### config.mk
export PLATFORM = sky130hd
export DESIGN_NAME = bmsr_sound
export DESIGN_NICKNAME = d
export VERILOG_FILES = /design/src/design/bmsr_pkg.sv /design/src/design/bmsr_sound.sv
export SDC_FILE = /design/constraint.sdc
export NUM_CORES = 1
export LEC_CHECK = 0
export ABC_AREA = 1
export BUFFER_PORTS_ARGS = -buffer_cell sky130_fd_sc_hd__clkbuf_2
export CAP_MARGIN = 25
export CORE_UTILIZATION = 64
export CTS_CLUSTER_SIZE = 24
export DETAILED_ROUTE_END_ITERATION = 8
export GPL_TIMING_DRIVEN = 0
export PLACE_DENSITY = 0.82
export REMOVE_ABC_BUFFERS = 1
export SLEW_MARGIN = 20
export SYNTH_ARGS = -nofsm -noshare
export SYNTH_HDL_FRONTEND = slang
export SYNTH_SLANG_ARGS = --single-unit
export TNS_END_PERCENT = 50
### constraint.sdc
create_clock -name pclk -period 11.2 [get_ports pclk]
set_clock_uncertainty 0.2 [all_clocks]
set_input_delay 0.56 -clock pclk [delete_from_list [all_inputs] [get_ports pclk]]
set_output_delay 0.56 -clock pclk [all_outputs]
set_load 0.01 [all_outputs]
### src/design/bmsr_pkg.sv
// Purpose: shared constants and types of the buzzer and melody sound block
// Assumes: 32-bit APB, one word per register
// Notes: offsets are byte addresses
`default_nettype none
package bmsr_pkg;
  // ==========================================================
  // register offsets
  localparam logic [7:0] OFF_CLK = 8'h00;
  localparam logic [7:0] OFF_SEL = 8'h04;
  localparam logic [7:0] OFF_CTL = 8'h08;
  localparam logic [7:0] OFF_DAT = 8'h0c;
  localparam logic [7:0] OFF_FLG = 8'h10;
  localparam logic [7:0] OFF_IEN = 8'h14;
  // ==========================================================
  // field positions
  localparam int CLK_DEBUG_RUN = 8;
  localparam int CLK_DIV_LSB = 4;
  localparam int CLK_SRC_LSB = 0;
  localparam int SEL_TIME_LSB = 8;
  localparam int SEL_DRIVE = 2;
  localparam int SEL_MODE_LSB = 0;
  localparam int CTL_STOP = 8;
  localparam int CTL_EN = 0;
  localparam int FLG_BUSY = 8;
  localparam int FLG_EMPTY = 1;
  localparam int FLG_DONE = 0;
  localparam int IEN_EMPTY = 1;
  localparam int IEN_DONE = 0;
  // ==========================================================
  // reset values and codes
  localparam logic [15:0] DAT_RESET = 16'h00ff;
  localparam logic EMPTY_RESET = 1'b1;
  localparam logic [1:0] MODE_NORMAL = 2'h0;
  localparam logic [1:0] MODE_ONESHOT = 2'h1;
  localparam logic [1:0] MODE_MELODY = 2'h2;
  localparam logic [1:0] MODE_RSVD = 2'h3;
  localparam logic [1:0] SRC_INT = 2'h0;
  localparam logic [1:0] SRC_HIGH = 2'h2;
  localparam logic [2:0] DIV_MAX_CODE = 3'h5;
  localparam logic [2:0] DIV_ONE_CODE = 3'h7;
  // ==========================================================
  // timing: one time step is 15.625 ms of a 32768 Hz sound clock
  localparam longint UNIT_PS = 64'd15625000000;
  localparam longint SND_HZ = 64'd32768;
  localparam int UNIT_TICKS = int'(UNIT_PS * SND_HZ / 64'd1000000000000);
  localparam logic [4:0] GAP_TICKS = 5'h10;
  // ==========================================================
  // types
  typedef struct packed {
    logic tie;
    logic rest;
    logic [5:0] len;
    logic [7:0] frq;
  } bmsr_word_type;
  typedef struct packed {
    logic out_true;
    logic out_comp;
  } bmsr_pins_type;
  typedef enum logic {ST_IDLE, ST_PLAY} bmsr_state_type;
endpackage
`default_nettype wire

### src/design/bmsr_sound.sv
// Purpose: buzzer and melody sound generator with APB registers
// Assumes: src_tick pulses mark source clock edges, synchronous to pclk
// Notes: pins drive a piezo buzzer as a complementary pair
// Overview of operation
// RULE1 - debug_run keeps sound clock in debug
// RULE2 - two-bit field selects sound clock source
// RULE3 - divider codes give 1/4 to 1/128, 1/1
// RULE4 - clock control writable only while disabled
// RULE5 - time field sets tempo or one-shot duration
// RULE6 - software leaves time field alone while busy
// RULE7 - drive mode bit picks normal or direct
// RULE8 - mode field picks normal, one-shot, melody
// RULE9 - stop bit ends output, reads pending
// RULE10 - stop forcibly ends one-shot and melody
// RULE11 - generator enable gates clock and operation
// RULE12 - data write fills buffer, starts output
// RULE13 - tie plays note joined to previous
// RULE14 - rest drives true low, complement high
// RULE15 - length field gives duration or duty
// RULE16 - buzzer modes use low six frequency bits
// RULE17 - byte writes to data are discarded
// RULE18 - busy bit shows output in progress
// RULE19 - empty flag resets set, data write clears
// RULE20 - done flag cleared by one or data write
// RULE21 - load or stop sets empty flag
// RULE22 - one-shot ends itself, sets done
// RULE23 - melody ends without new word, sets done
// RULE24 - interrupt only for enabled set flags
// RULE25 - reserved bits read zero, ignore writes
`timescale 1ns/1ns
`default_nettype none
module bmsr_sound #(
  parameter int ADDR_W = 8,
  parameter logic [3:0] SRC_PRESENT = 4'hf
) (
  input wire logic pclk,
  input wire logic presetn,
  input wire logic psel,
  input wire logic penable,
  input wire logic pwrite,
  input wire logic [ADDR_W-1:0] paddr,
  input wire logic [31:0] pwdata,
  input wire logic [3:0] pstrb,
  output logic [31:0] prdata,
  output logic pready,
  output logic pslverr,
  input wire logic [3:0] src_tick,
  input wire logic debug_mode,
  output bmsr_pkg::bmsr_pins_type pins,
  output logic sound_irq
);
  // ==========================================================
  // elaboration checks
  if (ADDR_W < 5) begin : g_bad_addr
    $error("address width too small for register map");
  end

  // ==========================================================
  // state
  logic debug_run;
  logic [2:0] clock_divider_select;
  logic [1:0] clock_source_select;
  logic [3:0] tempo_duration_select;
  logic pin_drive_mode;
  logic [1:0] output_mode_select;
  logic generator_enable;
  logic stop_request;
  bmsr_pkg::bmsr_word_type data_buf;
  bmsr_pkg::bmsr_word_type cur;
  logic buf_full;
  logic buffer_empty_flag;
  logic output_done_flag;
  logic [1:0] irq_enable;
  bmsr_pkg::bmsr_state_type state;
  bmsr_pkg::bmsr_state_type next_state;
  logic [6:0] pre;
  logic [7:0] phase;
  logic [19:0] remain;
  logic [4:0] age;
  bmsr_pkg::bmsr_pins_type next_pins;

  // ==========================================================
  // apb decode
  wire [7:0] addr8 = 8'(paddr);
  wire wr = psel && penable && pwrite;
  wire full16 = pstrb[1:0] == 2'h3;
  wire hit_clk = addr8 == bmsr_pkg::OFF_CLK;
  wire hit_sel = addr8 == bmsr_pkg::OFF_SEL;
  wire hit_ctl = addr8 == bmsr_pkg::OFF_CTL;
  wire hit_dat = addr8 == bmsr_pkg::OFF_DAT;
  wire hit_flg = addr8 == bmsr_pkg::OFF_FLG;
  wire hit_ien = addr8 == bmsr_pkg::OFF_IEN;
  wire hit_any = hit_clk || hit_sel || hit_ctl || hit_dat || hit_flg || hit_ien;
  wire upper_ok = paddr[ADDR_W-1:0] == ADDR_W'(addr8);
  wire mapped = hit_any && upper_ok;
  // zero wait states; unmapped access answers with an error
  assign pready = 1'b1;
  assign pslverr = psel && penable && !mapped;

  // ==========================================================
  // clock control write check
  wire [2:0] w_div = pwdata[bmsr_pkg::CLK_DIV_LSB +: 3];
  wire [1:0] w_src = pwdata[bmsr_pkg::CLK_SRC_LSB +: 2];
  wire fast_src = w_src == bmsr_pkg::SRC_INT || w_src == bmsr_pkg::SRC_HIGH;
  // reserved divider codes and absent sources are refused
  wire div_ok = fast_src ? (w_div <= bmsr_pkg::DIV_MAX_CODE)
                         : (w_div == bmsr_pkg::DIV_ONE_CODE); // see RULE3
  wire src_ok = SRC_PRESENT[w_src]; // see RULE2
  // locked while the generator runs
  wire clk_wr = wr && mapped && hit_clk && full16 && !generator_enable
                && div_ok && src_ok; // see RULE4
  wire sel_wr = wr && mapped && hit_sel;
  wire ctl_wr = wr && mapped && hit_ctl;
  // only full halfword writes reach the sound buffer
  wire dat_wr = wr && mapped && hit_dat && full16; // see RULE17
  wire flg_wr = wr && mapped && hit_flg && pstrb[0];
  wire ien_wr = wr && mapped && hit_ien && pstrb[0];
  wire stop_wr = ctl_wr && pstrb[1] && pwdata[bmsr_pkg::CTL_STOP]; // see RULE9
  wire [1:0] w_mode = pwdata[bmsr_pkg::SEL_MODE_LSB +: 2];

  // ==========================================================
  // sound clock: source select, gating and prescaler
  wire clk_run = generator_enable && (!debug_mode || debug_run); // see RULE1, RULE11
  wire src_edge = clk_run && src_tick[clock_source_select]; // see RULE2
  wire [6:0] div_last = (clock_divider_select == bmsr_pkg::DIV_ONE_CODE) ? 7'h00
                      : 7'((8'h04 << clock_divider_select) - 8'h01); // see RULE3
  wire snd_tick = src_edge && pre == div_last;

  // ==========================================================
  // durations in sound clock ticks
  wire melody = output_mode_select == bmsr_pkg::MODE_MELODY;
  wire normal = output_mode_select == bmsr_pkg::MODE_NORMAL;
  wire oneshot = output_mode_select == bmsr_pkg::MODE_ONESHOT;
  wire playing = state == bmsr_pkg::ST_PLAY;
  wire [19:0] time_ticks = 20'((32'(tempo_duration_select) + 32'h1)
                               * 32'(bmsr_pkg::UNIT_TICKS)); // see RULE5
  wire [19:0] note_ticks = 20'(32'(time_ticks)
                               * (32'(data_buf.len) + 32'h1)); // see RULE15
  wire [19:0] load_ticks = melody ? note_ticks : time_ticks;

  // ==========================================================
  // sequencing events
  wire at_end = remain == 20'h1;
  // idle starts at once; normal mode takes a new word at once
  wire load_cond = buf_full && !stop_request
                   && (!playing || normal || (melody && at_end)); // see RULE12
  wire load = snd_tick && load_cond; // see RULE21
  wire expire = snd_tick && playing && !normal && at_end && !load; // see RULE22, RULE23
  // a stop is served on the next sound tick, or at once when disabled
  wire stop_now = stop_request && (snd_tick || !generator_enable); // see RULE9
  wire play_end = (stop_now && playing) || expire; // see RULE10

  // ==========================================================
  // waveform level
  wire [7:0] frq_eff = melody ? cur.frq : {2'h0, cur.frq[5:0]}; // see RULE16
  wire tone_hi = melody ? (phase <= (frq_eff >> 1))
                        : (phase <= {2'h0, cur.len}); // see RULE15
  // untied melody notes start with a short silent gap
  wire gap = melody && !cur.tie && age < bmsr_pkg::GAP_TICKS; // see RULE13
  wire lvl = tone_hi && !gap;

  // next pin levels, registered below
  always_comb begin
    next_pins.out_true = 1'b0;
    next_pins.out_comp = 1'b0;
    if (playing && melody && cur.rest) begin
      next_pins.out_comp = 1'b1; // see RULE14
    end else if (playing) begin
      next_pins.out_true = lvl;
      next_pins.out_comp = pin_drive_mode ? !lvl : 1'b0; // see RULE7
    end
  end

  // next sequencer state
  always_comb begin
    next_state = state;
    case (state)
      bmsr_pkg::ST_IDLE: begin
        if (load) begin
          next_state = bmsr_pkg::ST_PLAY;
        end
      end
      bmsr_pkg::ST_PLAY: begin
        if (play_end) begin
          next_state = bmsr_pkg::ST_IDLE;
        end
      end
      default: next_state = bmsr_pkg::ST_IDLE;
    endcase
  end

  // ==========================================================
  // clock control register
  always_ff @(posedge pclk or negedge presetn) begin
    if (!presetn) begin
      debug_run <= 1'b0;
      clock_divider_select <= 3'h0;
      clock_source_select <= 2'h0;
    end else if (clk_wr) begin
      debug_run <= pwdata[bmsr_pkg::CLK_DEBUG_RUN];
      clock_divider_select <= w_div;
      clock_source_select <= w_src;
    end
  end

  // mode select register; the reserved mode code is refused
  always_ff @(posedge pclk or negedge presetn) begin
    if (!presetn) begin
      tempo_duration_select <= 4'h0;
      pin_drive_mode <= 1'b0;
      output_mode_select <= bmsr_pkg::MODE_NORMAL;
    end else if (sel_wr) begin
      if (pstrb[1]) begin
        tempo_duration_select <= pwdata[bmsr_pkg::SEL_TIME_LSB +: 4]; // see RULE5
      end
      if (pstrb[0]) begin
        pin_drive_mode <= pwdata[bmsr_pkg::SEL_DRIVE];
        if (w_mode != bmsr_pkg::MODE_RSVD) begin
          output_mode_select <= w_mode; // see RULE8
        end
      end
    end
  end

  // enable bit and pending stop
  always_ff @(posedge pclk or negedge presetn) begin
    if (!presetn) begin
      generator_enable <= 1'b0;
      stop_request <= 1'b0;
    end else begin
      if (ctl_wr && pstrb[0]) begin
        generator_enable <= pwdata[bmsr_pkg::CTL_EN]; // see RULE11
      end
      if (stop_wr) begin
        stop_request <= 1'b1;
      end else if (stop_now) begin
        stop_request <= 1'b0; // see RULE9
      end
    end
  end

  // sound buffer and its occupancy
  always_ff @(posedge pclk or negedge presetn) begin
    if (!presetn) begin
      data_buf <= bmsr_pkg::DAT_RESET;
      buf_full <= 1'b0;
    end else begin
      if (dat_wr) begin
        data_buf <= pwdata[15:0]; // see RULE12
      end
      if (dat_wr) begin
        buf_full <= 1'b1;
      end else if (load || stop_wr) begin
        buf_full <= 1'b0;
      end
    end
  end

  // flags: hardware set wins over any clear in the same cycle
  always_ff @(posedge pclk or negedge presetn) begin
    if (!presetn) begin
      buffer_empty_flag <= bmsr_pkg::EMPTY_RESET;
      output_done_flag <= 1'b0;
      irq_enable <= 2'h0;
    end else begin
      if (load || stop_wr) begin
        buffer_empty_flag <= 1'b1; // see RULE21
      end else if (dat_wr) begin
        buffer_empty_flag <= 1'b0; // see RULE19
      end
      if (play_end) begin
        output_done_flag <= 1'b1; // see RULE22, RULE23
      end else if (dat_wr || (flg_wr && pwdata[bmsr_pkg::FLG_DONE])) begin
        output_done_flag <= 1'b0; // see RULE20
      end
      if (ien_wr) begin
        irq_enable <= {pwdata[bmsr_pkg::IEN_EMPTY], pwdata[bmsr_pkg::IEN_DONE]};
      end
    end
  end

  // sequencer, prescaler and tone counters
  always_ff @(posedge pclk or negedge presetn) begin
    if (!presetn) begin
      state <= bmsr_pkg::ST_IDLE;
      cur <= bmsr_pkg::DAT_RESET;
      pre <= 7'h00;
      phase <= 8'h00;
      remain <= 20'h0;
      age <= 5'h00;
    end else begin
      state <= next_state;
      if (src_edge) begin
        pre <= (pre == div_last) ? 7'h00 : 7'(pre + 7'h01);
      end
      if (load) begin
        cur <= data_buf;
        phase <= 8'h00;
        remain <= load_ticks;
        age <= 5'h00;
      end else if (snd_tick && playing) begin
        phase <= (phase >= frq_eff) ? 8'h00 : 8'(phase + 8'h01);
        if (!normal && !at_end) begin
          remain <= 20'(remain - 20'h1);
        end
        if (age < bmsr_pkg::GAP_TICKS) begin
          age <= 5'(age + 5'h01);
        end
      end
    end
  end

  // pins, interrupt and read data are registered
  always_ff @(posedge pclk or negedge presetn) begin
    if (!presetn) begin
      pins <= '0;
      sound_irq <= 1'b0;
    end else begin
      pins <= next_pins;
      sound_irq <= (buffer_empty_flag && irq_enable[1])
                   || (output_done_flag && irq_enable[0]); // see RULE24
    end
  end

  // ==========================================================
  // read mux; unused bits read as zero
  wire [15:0] rd_clk = 16'(({15'h0, debug_run} << bmsr_pkg::CLK_DEBUG_RUN)
                      | ({13'h0, clock_divider_select} << bmsr_pkg::CLK_DIV_LSB)
                      | {14'h0, clock_source_select}); // see RULE25
  wire [15:0] rd_sel = 16'(({12'h0, tempo_duration_select} << bmsr_pkg::SEL_TIME_LSB)
                      | ({15'h0, pin_drive_mode} << bmsr_pkg::SEL_DRIVE)
                      | {14'h0, output_mode_select});
  wire [15:0] rd_ctl = 16'(({15'h0, stop_request} << bmsr_pkg::CTL_STOP)
                      | {15'h0, generator_enable});
  wire [15:0] rd_flg = 16'(({15'h0, playing} << bmsr_pkg::FLG_BUSY) // see RULE18
                      | ({15'h0, buffer_empty_flag} << bmsr_pkg::FLG_EMPTY)
                      | {15'h0, output_done_flag});
  wire [15:0] rd_val = !upper_ok ? 16'h0000
                     : hit_clk ? rd_clk
                     : hit_sel ? rd_sel
                     : hit_ctl ? rd_ctl
                     : hit_dat ? data_buf
                     : hit_flg ? rd_flg
                     : hit_ien ? {14'h0, irq_enable} : 16'h0000;
  always_ff @(posedge pclk or negedge presetn) begin
    if (!presetn) begin
      prdata <= 32'h0;
    end else if (psel && !penable && !pwrite) begin
      prdata <= {16'h0, rd_val};
    end
  end

  // ==========================================================
  // assertions
  a_clk_lock_held: assert property (@(posedge pclk) disable iff (!presetn) // see RULE4
    (wr && hit_clk && generator_enable) |=> $stable(clock_source_select)
      && $stable(clock_divider_select) && $stable(debug_run))
    else $error("clock control changed while enabled");
  a_debug_halt_held: assert property (@(posedge pclk) disable iff (!presetn) // see RULE1
    (debug_mode && !debug_run) |=> $stable(pre) && $stable(state))
    else $error("sound clock ran in debug halt");
  a_data_clears_empty: assert property (@(posedge pclk) disable iff (!presetn) // see RULE19
    (dat_wr && !load && !stop_wr) |=> !buffer_empty_flag)
    else $error("data write did not clear empty flag");
  a_byte_write_drop: assert property (@(posedge pclk) disable iff (!presetn) // see RULE17
    (wr && hit_dat && !full16 && !load && !stop_wr) |=> $stable(data_buf) && $stable(buf_full))
    else $error("byte write altered sound buffer");
  a_stop_sets_empty: assert property (@(posedge pclk) disable iff (!presetn) // see RULE21
    stop_wr |=> buffer_empty_flag && !buf_full && stop_request)
    else $error("stop did not set empty flag");
  a_end_sets_done: assert property (@(posedge pclk) disable iff (!presetn) // see RULE22
    play_end |=> output_done_flag && state == bmsr_pkg::ST_IDLE)
    else $error("end of output did not set done");
  a_irq_done_path: assert property (@(posedge pclk) disable iff (!presetn) // see RULE24
    (output_done_flag && irq_enable[0]) |=> sound_irq)
    else $error("enabled done flag gave no interrupt");
  a_rest_pin_pair: assert property (@(posedge pclk) disable iff (!presetn) // see RULE14
    (playing && melody && cur.rest) |=> !pins.out_true && pins.out_comp)
    else $error("rest pins wrong");
  a_oneshot_len_ok: assert property (@(posedge pclk) disable iff (!presetn) // see RULE5
    (load && oneshot) |=> remain == 20'(32'(tempo_duration_select + 5'h1) * 32'd512))
    else $error("one-shot duration wrong");
endmodule
`default_nettype wire

==> out/metrics.yaml, run 1 <==
status:
  status: "finished, final reports clean"
logic_synthesis:
  async_flop_share_pct: 100
  yosysWarnings: 0
  yosysSeqAreaShare_pct: 36.1
  syn_area_um2: 7830
  synth_top_flop_cell: "dfrtp_1"
  ys_ff_latch: 112
  synthDistinctLibCells: 50
  synth_edf_count: 0
  synth_area_per_cell_um2: 7.41
  syn-instance-count: 1056
power:
  powerDensity_nw_per_um2: 90.1
  finalPower_mw: 0.762
  ir_drop_uv: 69.0
  power_leakage_nw: 4.43
timing:
  hold_violations: 0
  finalSetupViolations: 0
  fin_tns_setup_ns: 0
  worstMarginPinSlew_ns: 0.900
  rsz0062_at_grt: "no"
  finalMaxSlewViolations: 0
  period_share_pct: 42.2
  min_period_ns: 4.72
  relSlewSlack_pct: 39.7
  max_freq_mhz: 212
final_layout:
  drive_gt1_share_pct: 10.9
  area_growth_pct: 8.05
  seq_area_um2: 2820
  n_antenna_cell: 0
  final_cells: 1254
  multi_input_area_um2: 4240
  nets: 1217
  fillers: 990
  design_area_um2: 8460
placed_design:
  gp_congestion: 0.925
  dp_cells: 1236
  dp_hpwl_um: 13700
  place_area_um2: 8150
  io_buffers: 55
clock_network:
  h-tree-depth: 3
  insertion_delay_ns: 0.36
  clk_pin_slew_worst_paths_ns: 0.08
  postCtsSetupBuffers: 0
  cts.sinks: 112
  cts.repair.resized: 0
  clock_path_buffers: 2
  cts_made_buffers: 9
  cts-root-buf: "clkbuf_16"
  cts_tree: "yes"
critical_path:
  path_max_fanout: 9
  cp_common_cell: "nand2_1"
  rrSetupSlack_ns: 6.48
  critical_path.max_stage_delay_ns: 0.55
  crit_arrival_ns: 4.82
  start_kind: "flop"
  cp.required_ns: 11.30
  critPathTopFamily: "adder cells"
  critPathKind: "flop to flop"
  crit_chain: "ha_1 -> xor2_1 -> inv_1 -> nor2_1 -> fa_1 -> fa_1 -> inv_1 -> fa_1 -> inv_1 -> ha_1 -> a21oi_1 -> nand2_1 -> nand2_1 -> nand2_1 -> nand3_1 -> nand2_1 -> nor2_1 -> nand2_1 -> nand2_1 -> nand2_1 -> nand2_1"
  path_buf_inv: 3
  crit_path_end_kind: "flop"
  crit_path_top_delay_cell: "dfrtp_1"
grt:
  grt_pass1_vias: 6378
  grt_usage_pct: 30.0
  grt_max_degree: 85
  grt_pass1_wl_um: 29900
  grt_remaining_overflow: 0
  antenna_found_initial: 0
detailed_routing:
  drcViolationCount: 0
  ant_nets: 0
  drt-initial-drc-count: 584
  post_drt_wl_per_cell_um: 14.4
  num_vias: 6903
  routed_wl_um: 18100
  viasPerCell: 5.50
  first_pass_iters: 5
die:
  row_count: 40
  die_height_um: 113
  start_util_pct: 65.4
  core_area_um2: 12000
  fp.dieArea_um2: 12700
  ios: 91
  die_w_um: 113
run:
  max_cap_viol_count: 0
min_path:
  worstHoldPathType: "input pin to flop"
power by group:
part / switching (mW) / internal [mW] / total [mW] / leakage (nW)
combinational: 0.0237 / 0.0115 / 0.0352 / 2.87
sequential: 0.00246 / 0.407 / 0.410 / 1.41
clock: 0.156 / 0.161 / 0.317 / 0.142
total: 0.182 / 0.580 / 0.762 / 4.43
worst reg2reg max path, stage by stage (launching register included):
cell,delay (ns)
dfrtp_1,0.55
ha_1,0.25
xor2_1,0.30
inv_1,0.19
nor2_1,0.16
fa_1,0.46
fa_1,0.55
inv_1,0.06
fa_1,0.53
inv_1,0.04
ha_1,0.36
a21oi_1,0.23
nand2_1,0.12
nand2_1,0.07
nand2_1,0.07
nand3_1,0.07
nand2_1,0.06
nor2_1,0.10
nand2_1,0.10
nand2_1,0.10
nand2_1,0.05
nand2_1,0.07
layout by cell type (no fill, tap or decap), drive strengths merged, types with 4 or more instances in the layout:
cell type and count:
a21oi 25, clkbuf 65, conb 17, dfrtp 95
dfstp 17, fa 14, ha 47, inv 157
nand2 303, nand3 77, nand3b 4, nand4 35
nor2 93, nor3 11, o21ai 80, o31ai 5
or2 4, xnor2 6, xor2 24
routing by layer:
metal | track usage, % | wire length, um | up-vias
li1 | - | - | 3445
met1 | 39.5 | 8010 | 3223
met2 | 50.9 | 8820 | 207
met3 | 4.54 | 928 | 28
met4 | 9.69 | 325 | 0
met5 | 0 | 0 | -
registers in the layout (all words and copies together), names as in the netlist, 2 cells and up:
signal / flops
clock_divider_select: 3
age: 5
data_buf: 16
phase: 8
output_mode_select: 2
pins: 2
clock_source_select: 2
tempo_duration_select: 4
cur: 16
pre: 7
remain: 20
irq_enable: 2
prdata: 16
cell usage after synthesis (2+ instances only):
cell	number	share of area, %
o22ai_1	2	0.16
nor2_1	89	4.3
nand3_1	74	4.7
fa_1	14	3.6
nor2_4	2	0.29
dfrtp_1	95	30
inv_1	152	7.3
a21oi_1	24	1.5
ha_1	47	7.5
o21ai_1	6	0.38
xnor2_1	6	0.67
nor2_2	2	0.16
o211ai_1	2	0.19
o221ai_1	3	0.34
nand2_2	4	0.32
buf_6	3	0.43
conb_1	2	0.096
nand2_1	298	14
nand3_4	2	0.45
nor3_1	10	0.64
inv_2	2	0.096
o21ai_0	68	4.3
nand4_1	35	2.8
xor2_1	24	2.7
or2_2	4	0.32
o31ai_1	5	0.48
buf_4	18	1.7
o21ai_2	6	0.67
clkbuf_1	10	0.48
o21a_1	3	0.29
dfstp_2	17	5.7
buf_2	6	0.38
nand3b_1	4	0.38
repair_timing:
| item | 4_1_cts | 5_1_grt |
|---|---|---|
| endpoints found under the setup margin | 0 | 0 |
| hold buffers | 1 | 0 |
| hold endpoints to repair | 21 | 0 |
logic make-up after synthesis:
family | Yosys count | synth area share, %
flip-flops | 112 | 36.1
XOR/XNOR | 30 | 3.36
other | 2 | 0.0959
AND/OR/NAND/NOR | 531 | 29.5
buffers and inverters | 193 | 10.5
AO/OA/AOI/OAI | 127 | 9.38
adder cells (fa/ha/maj) | 61 | 11.1
final cells by class:
| cell class | count | area share [%] |
|---|---|---|
| clock buffers | 10 | 2.83 |
| clock inverters | 6 | 0.621 |
| inverters | 155 | 6.91 |
| multi-input cells | 766 | 50.2 |
| flip-flops and latches | 112 | 33.4 |
| well taps | 147 | 2.17 |
| repair buffers | 58 | 3.93 |
through the flow:
step,util (%),hold slack [ns],setup slack (ns)
3_5_place_dp,68.1,0.261,6.56
3_3_place_gp,67.7,0.256,6.59
4_1_cts,70.6,0.177,6.52
2_1_floorplan,-,0.0644,7.05
6_report,70.7,0.177,6.48
5_1_grt,70.7,0.178,6.13
path summary, 6_finish.rpt:
path / start / endpoint / cells past startpoint
setup / recovery: tempo_duration_select[0] / remain[19] / 21
hold / removal: pwdata[3] / data_buf[3] / 3
setup reg to reg: tempo_duration_select[0] / remain[19] / 21
hold reg to reg: cur[0] / cur[0] / 2
max in group asynchronous: presetn / data_buf[0] / 3
min in group asynchronous: presetn / age[3] / 2
Note: power is estimated with default switching activity, not from simulation.
==> run 2: changes to the inputs <==
--- a/config.mk
+++ b/config.mk
@@ -5,14 +5,14 @@
 export SDC_FILE = /design/constraint.sdc
 export NUM_CORES = 1
 export LEC_CHECK = 0
-export ABC_AREA = 1
+export ABC_AREA = 0
 export BUFFER_PORTS_ARGS = -buffer_cell sky130_fd_sc_hd__clkbuf_2
 export CAP_MARGIN = 25
-export CORE_UTILIZATION = 64
+export CORE_UTILIZATION = 53
 export CTS_CLUSTER_SIZE = 24
 export DETAILED_ROUTE_END_ITERATION = 8
 export GPL_TIMING_DRIVEN = 0
-export PLACE_DENSITY = 0.82
+export PLACE_DENSITY = 0.73
 export REMOVE_ABC_BUFFERS = 1
 export SLEW_MARGIN = 20
 export SYNTH_ARGS = -nofsm -noshare
==> constraint.sdc (replaced) <==
create_clock -name pclk -period 4 [get_ports pclk]
set_clock_uncertainty 0.2 [all_clocks]
set_input_delay 0.2 -clock pclk [delete_from_list [all_inputs] [get_ports pclk]]
set_output_delay 0.2 -clock pclk [all_outputs]
set_load 0.01 [all_outputs]
==> out/metrics.yaml, run 2 <==
detailed_routing:
  routed_wl_um: 18500  # +2.4%
  post_drt_wl_per_cell_um: 17.7  # +23%
  drcViolationCount: 0  # unchanged
  viasPerCell: 5.93  # +7.8%
  first_pass_iters: 5  # unchanged
  num_vias: 6206  # -10%
  drt-initial-drc-count: 341  # -42%
  ant_nets: 0  # unchanged
final_layout:
  n_antenna_cell: 0  # unchanged
  final_common_cell: "nand2_1"
  largest_reg_flops: 20  # unchanged
  final_cell_mix: "nand2_1, dfrtp_1, nor2_1"
  nets: 980  # -19%
  largest-register: "remain"
  area_growth_pct: 17.6
  fillers: 1022  # +3.2%
  utilization_pct: 64.7  # -6.0 points
  drive_gt1_share_pct: 23.9  # +13 points
  design_area_um2: 8670  # +2.5%
timing:
  fin_tns_setup_ns: -0.711  # -0.711 ns
  setup_ws_ns: -0.269  # -6.75 ns
  relSlewSlack_pct: 25.0  # -15 points
  max_freq_mhz: 234  # +11%
  hold_violations: 0  # unchanged
  finalMaxSlewViolations: 0  # unchanged
  finalSetupViolations: 4  # +4
  min_period_ns: 4.27  # -0.454 ns
  worstMarginPinSlew_ns: 1.12  # +0.217 ns
  rsz0062_at_grt: "yes"
  period_share_pct: 107  # +65 points
power:
  power_frac_comb_pct: 6.1  # +1.5 points
  p_sw_mw: 0.509  # +180%
  clock_power_share_pct: 42.0  # +0.4 points
  p_int_mw: 1.73  # +200%
  power_leakage_nw: 4.18  # -5.7%
  powerDensity_nw_per_um2: 258  # +190%
  ir_drop_uv: 306  # +340%
  p_sw_share_pct: 22.7  # -1.2 points
  power_frac_seq_pct: 51.9  # -1.9 points
critical_path:
  critPathKind: "flop to flop"
  crit_path_end_kind: "flop"
  crit_arrival_ns: 4.34  # -0.48 ns
  path_max_fanout: 4  # -5
  start_kind: "flop"
  cp.required_ns: 4.07  # -7.23 ns
die:
  die_w_um: 120  # +6.5%
  row_count: 42  # +5.0%
  ios: 91  # unchanged
  core_area_um2: 13400  # +12%
  start_util_pct: 55.0  # -10 points
  fp.dieArea_um2: 14400  # +13%
  die_height_um: 120  # +6.5%
placed_design:
  io_buffers: 55  # unchanged
  post-place-ws_ns: -0.898  # -7.46 ns
  dp_hpwl_um: 12200  # -11%
  place_area_um2: 7680  # -5.8%
  gp_congestion: 0.895  # -3.3%
clock_network:
  h-tree-depth: 3  # unchanged
  cts-root-buf: "clkbuf_16"
  insertion_delay_ns: 0.36  # about the same
  clock_path_buffers: 2  # unchanged
  cts_made_buffers: 9  # unchanged
  cts.sinks: 112  # unchanged
  cts_tree: "yes"
  clk_pin_slew_worst_paths_ns: 0.08  # about the same
logic_synthesis:
  synth_top_flop_cell: "dfrtp_1"
  synth_edf_count: 0  # unchanged
  syn-instance-count: 785  # -26%
  ys_ff_latch: 112  # unchanged
  yosysSeqAreaShare_pct: 38.3  # +2.2 points
  async_flop_share_pct: 100  # unchanged
  synth_area_per_cell_um2: 9.39  # +27%
  synthDistinctLibCells: 71  # +42%
  ys_top_cells_by_area: "dfrtp_1, ha_1, dfstp_2"
  yosysWarnings: 0  # unchanged
  synth_top_area_cell: "dfrtp_1"
  synth_common_cells: "dfrtp_1, nand2_1, nor2_1"
  synth_most_common_cell: "dfrtp_1"
  yosysTopAreaCellShare_pct: 32.2  # +1.9 points
  syn_area_um2: 7370  # -5.8%
status:
  violations: "setup timing"
  status: "finished with violations"
grt:
  grt_pass1_wl_um: 30100  # +0.41%
  grt_pass1_vias: 6214  # -2.6%
  grt_max_degree: 61  # -28%
  grt_usage_pct: 26.2  # -3.8 points
  antenna_found_initial: 0  # unchanged
  grt_remaining_overflow: 0  # unchanged
min_path:
  worstHoldPathType: "input pin to flop"
run:
  max_cap_viol_count: 0  # unchanged
==> run 2: cell types whose count changed after synthesis, sizes merged, moves of 7 or more <==
| cell | delta |
|---|---|
| inv | -114 |
| nand3 | -34 |
| mux2 | +31 |
| a221oi | +8 |
| nor2b | +12 |
| a31oi | +13 |
| nor2 | -26 |
| nand2b | +14 |
| and2 | +12 |
| buf | +7 |
| nand2 | -213 |
| nand4 | -19 |
| and3 | +15 |
| o21ai | -39 |
==> run 2: routing by layer <==
layer | part of all wire (%) | vias up | wire (um) | global-route usage (%)
met1 | 43 | 3065 | 8030 | 34.2
met2 | 49 | 210 | 9130 | 43.6
li1 | - | 2892 | - | -
met5 | 0 | - | 0 | 0
met3 | 4.9 | 39 | 899 | 3.71
met4 | 2.5 | 0 | 461 | 10.7
==> run 2: layout make-up <==
class / instances / area [um^2] / share of cell area, %
clock buffers: 13 / 260 / 3.00
clock inverters: 3 / 47.5 / 0.548
inverters: 41 / 154 / 1.78
multi-input cells: 599 / 4440 / 51.3
flip-flops and latches: 112 / 2830 / 32.7
well taps: 176 / 220 / 2.54
repair buffers: 102 / 711 / 8.20
==> run 2: final timing paths <==
path	slack, ns	from	depth (start not counted)	end
max	-0.27	data_buf[8]	15	remain[19]
min	0.05	pwdata[0]	2	output_mode_select[0]
max reg2reg	-0.27	data_buf[8]	15	remain[19]
min reg2reg	0.26	cur[6]	2	cur[6]
max in group asynchronous	2.75	presetn	3	cur[2]
min in group asynchronous	0.17	presetn	2	pre[3]
==> run 2: worst max-delay path, stage by stage, from the launching register on <==
cell,delay [ns]
dfrtp_2,0.44
ha_4,0.22
xnor2_4,0.17
or2_4,0.26
fa_1,0.50
fa_1,0.44
fa_1,0.53
inv_2,0.05
ha_4,0.21
nor2b_4,0.13
o21ai_2,0.14
a21oi_2,0.09
o211a_1,0.25
nor4b_2,0.24
nand3b_1,0.15
a21boi_2,0.17
==> run 2: repair_timing <==
| action | CTS | global route |
|---|---|---|
| endpoints found under the setup margin | 7 | 12 |
| pin swaps | 17 | 28 |
| hold buffers | 17 | 0 |
| setup buffers | 14 | 14 |
| gates cloned | 0 | 0 |
| gates resized for setup | 33 | 28 |
| hold endpoints to repair | 81 | 0 |
==> run 2: cells by family (layout without fill, tap and decap cells) <==
kind of cell	Yosys count	after routing	share of synthesized area, %
multiplexers	36	36	5.75
buffers and inverters	89	159	6.08
other	2	17	0.102
AO/OA/AOI/OAI	138	138	12.6
XOR/XNOR	32	32	3.80
flip-flops	112	112	38.3
adder cells (fa/ha/maj)	61	61	11.8
AND/OR/NAND/NOR	315	315	21.6
==> run 2: power groups by stage <==
stage,clock (mW),sequential (mW),combinational [mW]
3_3_place_gp,0,1.18,0.113
2_1_floorplan,0,1.19,0.0388
4_1_cts,0.951,1.16,0.135
5_1_grt,0.994,1.16,0.153
3_5_place_dp,0,1.18,0.120
6_report,0.940,1.16,0.137
==> run 2: stage by stage <==
stage	hold slack [ns]	total power, mW	cells
global route	0.0564	2.31	1046
finish	0.0504	2.24	1046
global placement	0.235	1.29	983
floorplan	-0.296	1.23	752
CTS	0.0484	2.25	1031
detailed placement	-0.0104	1.30	984
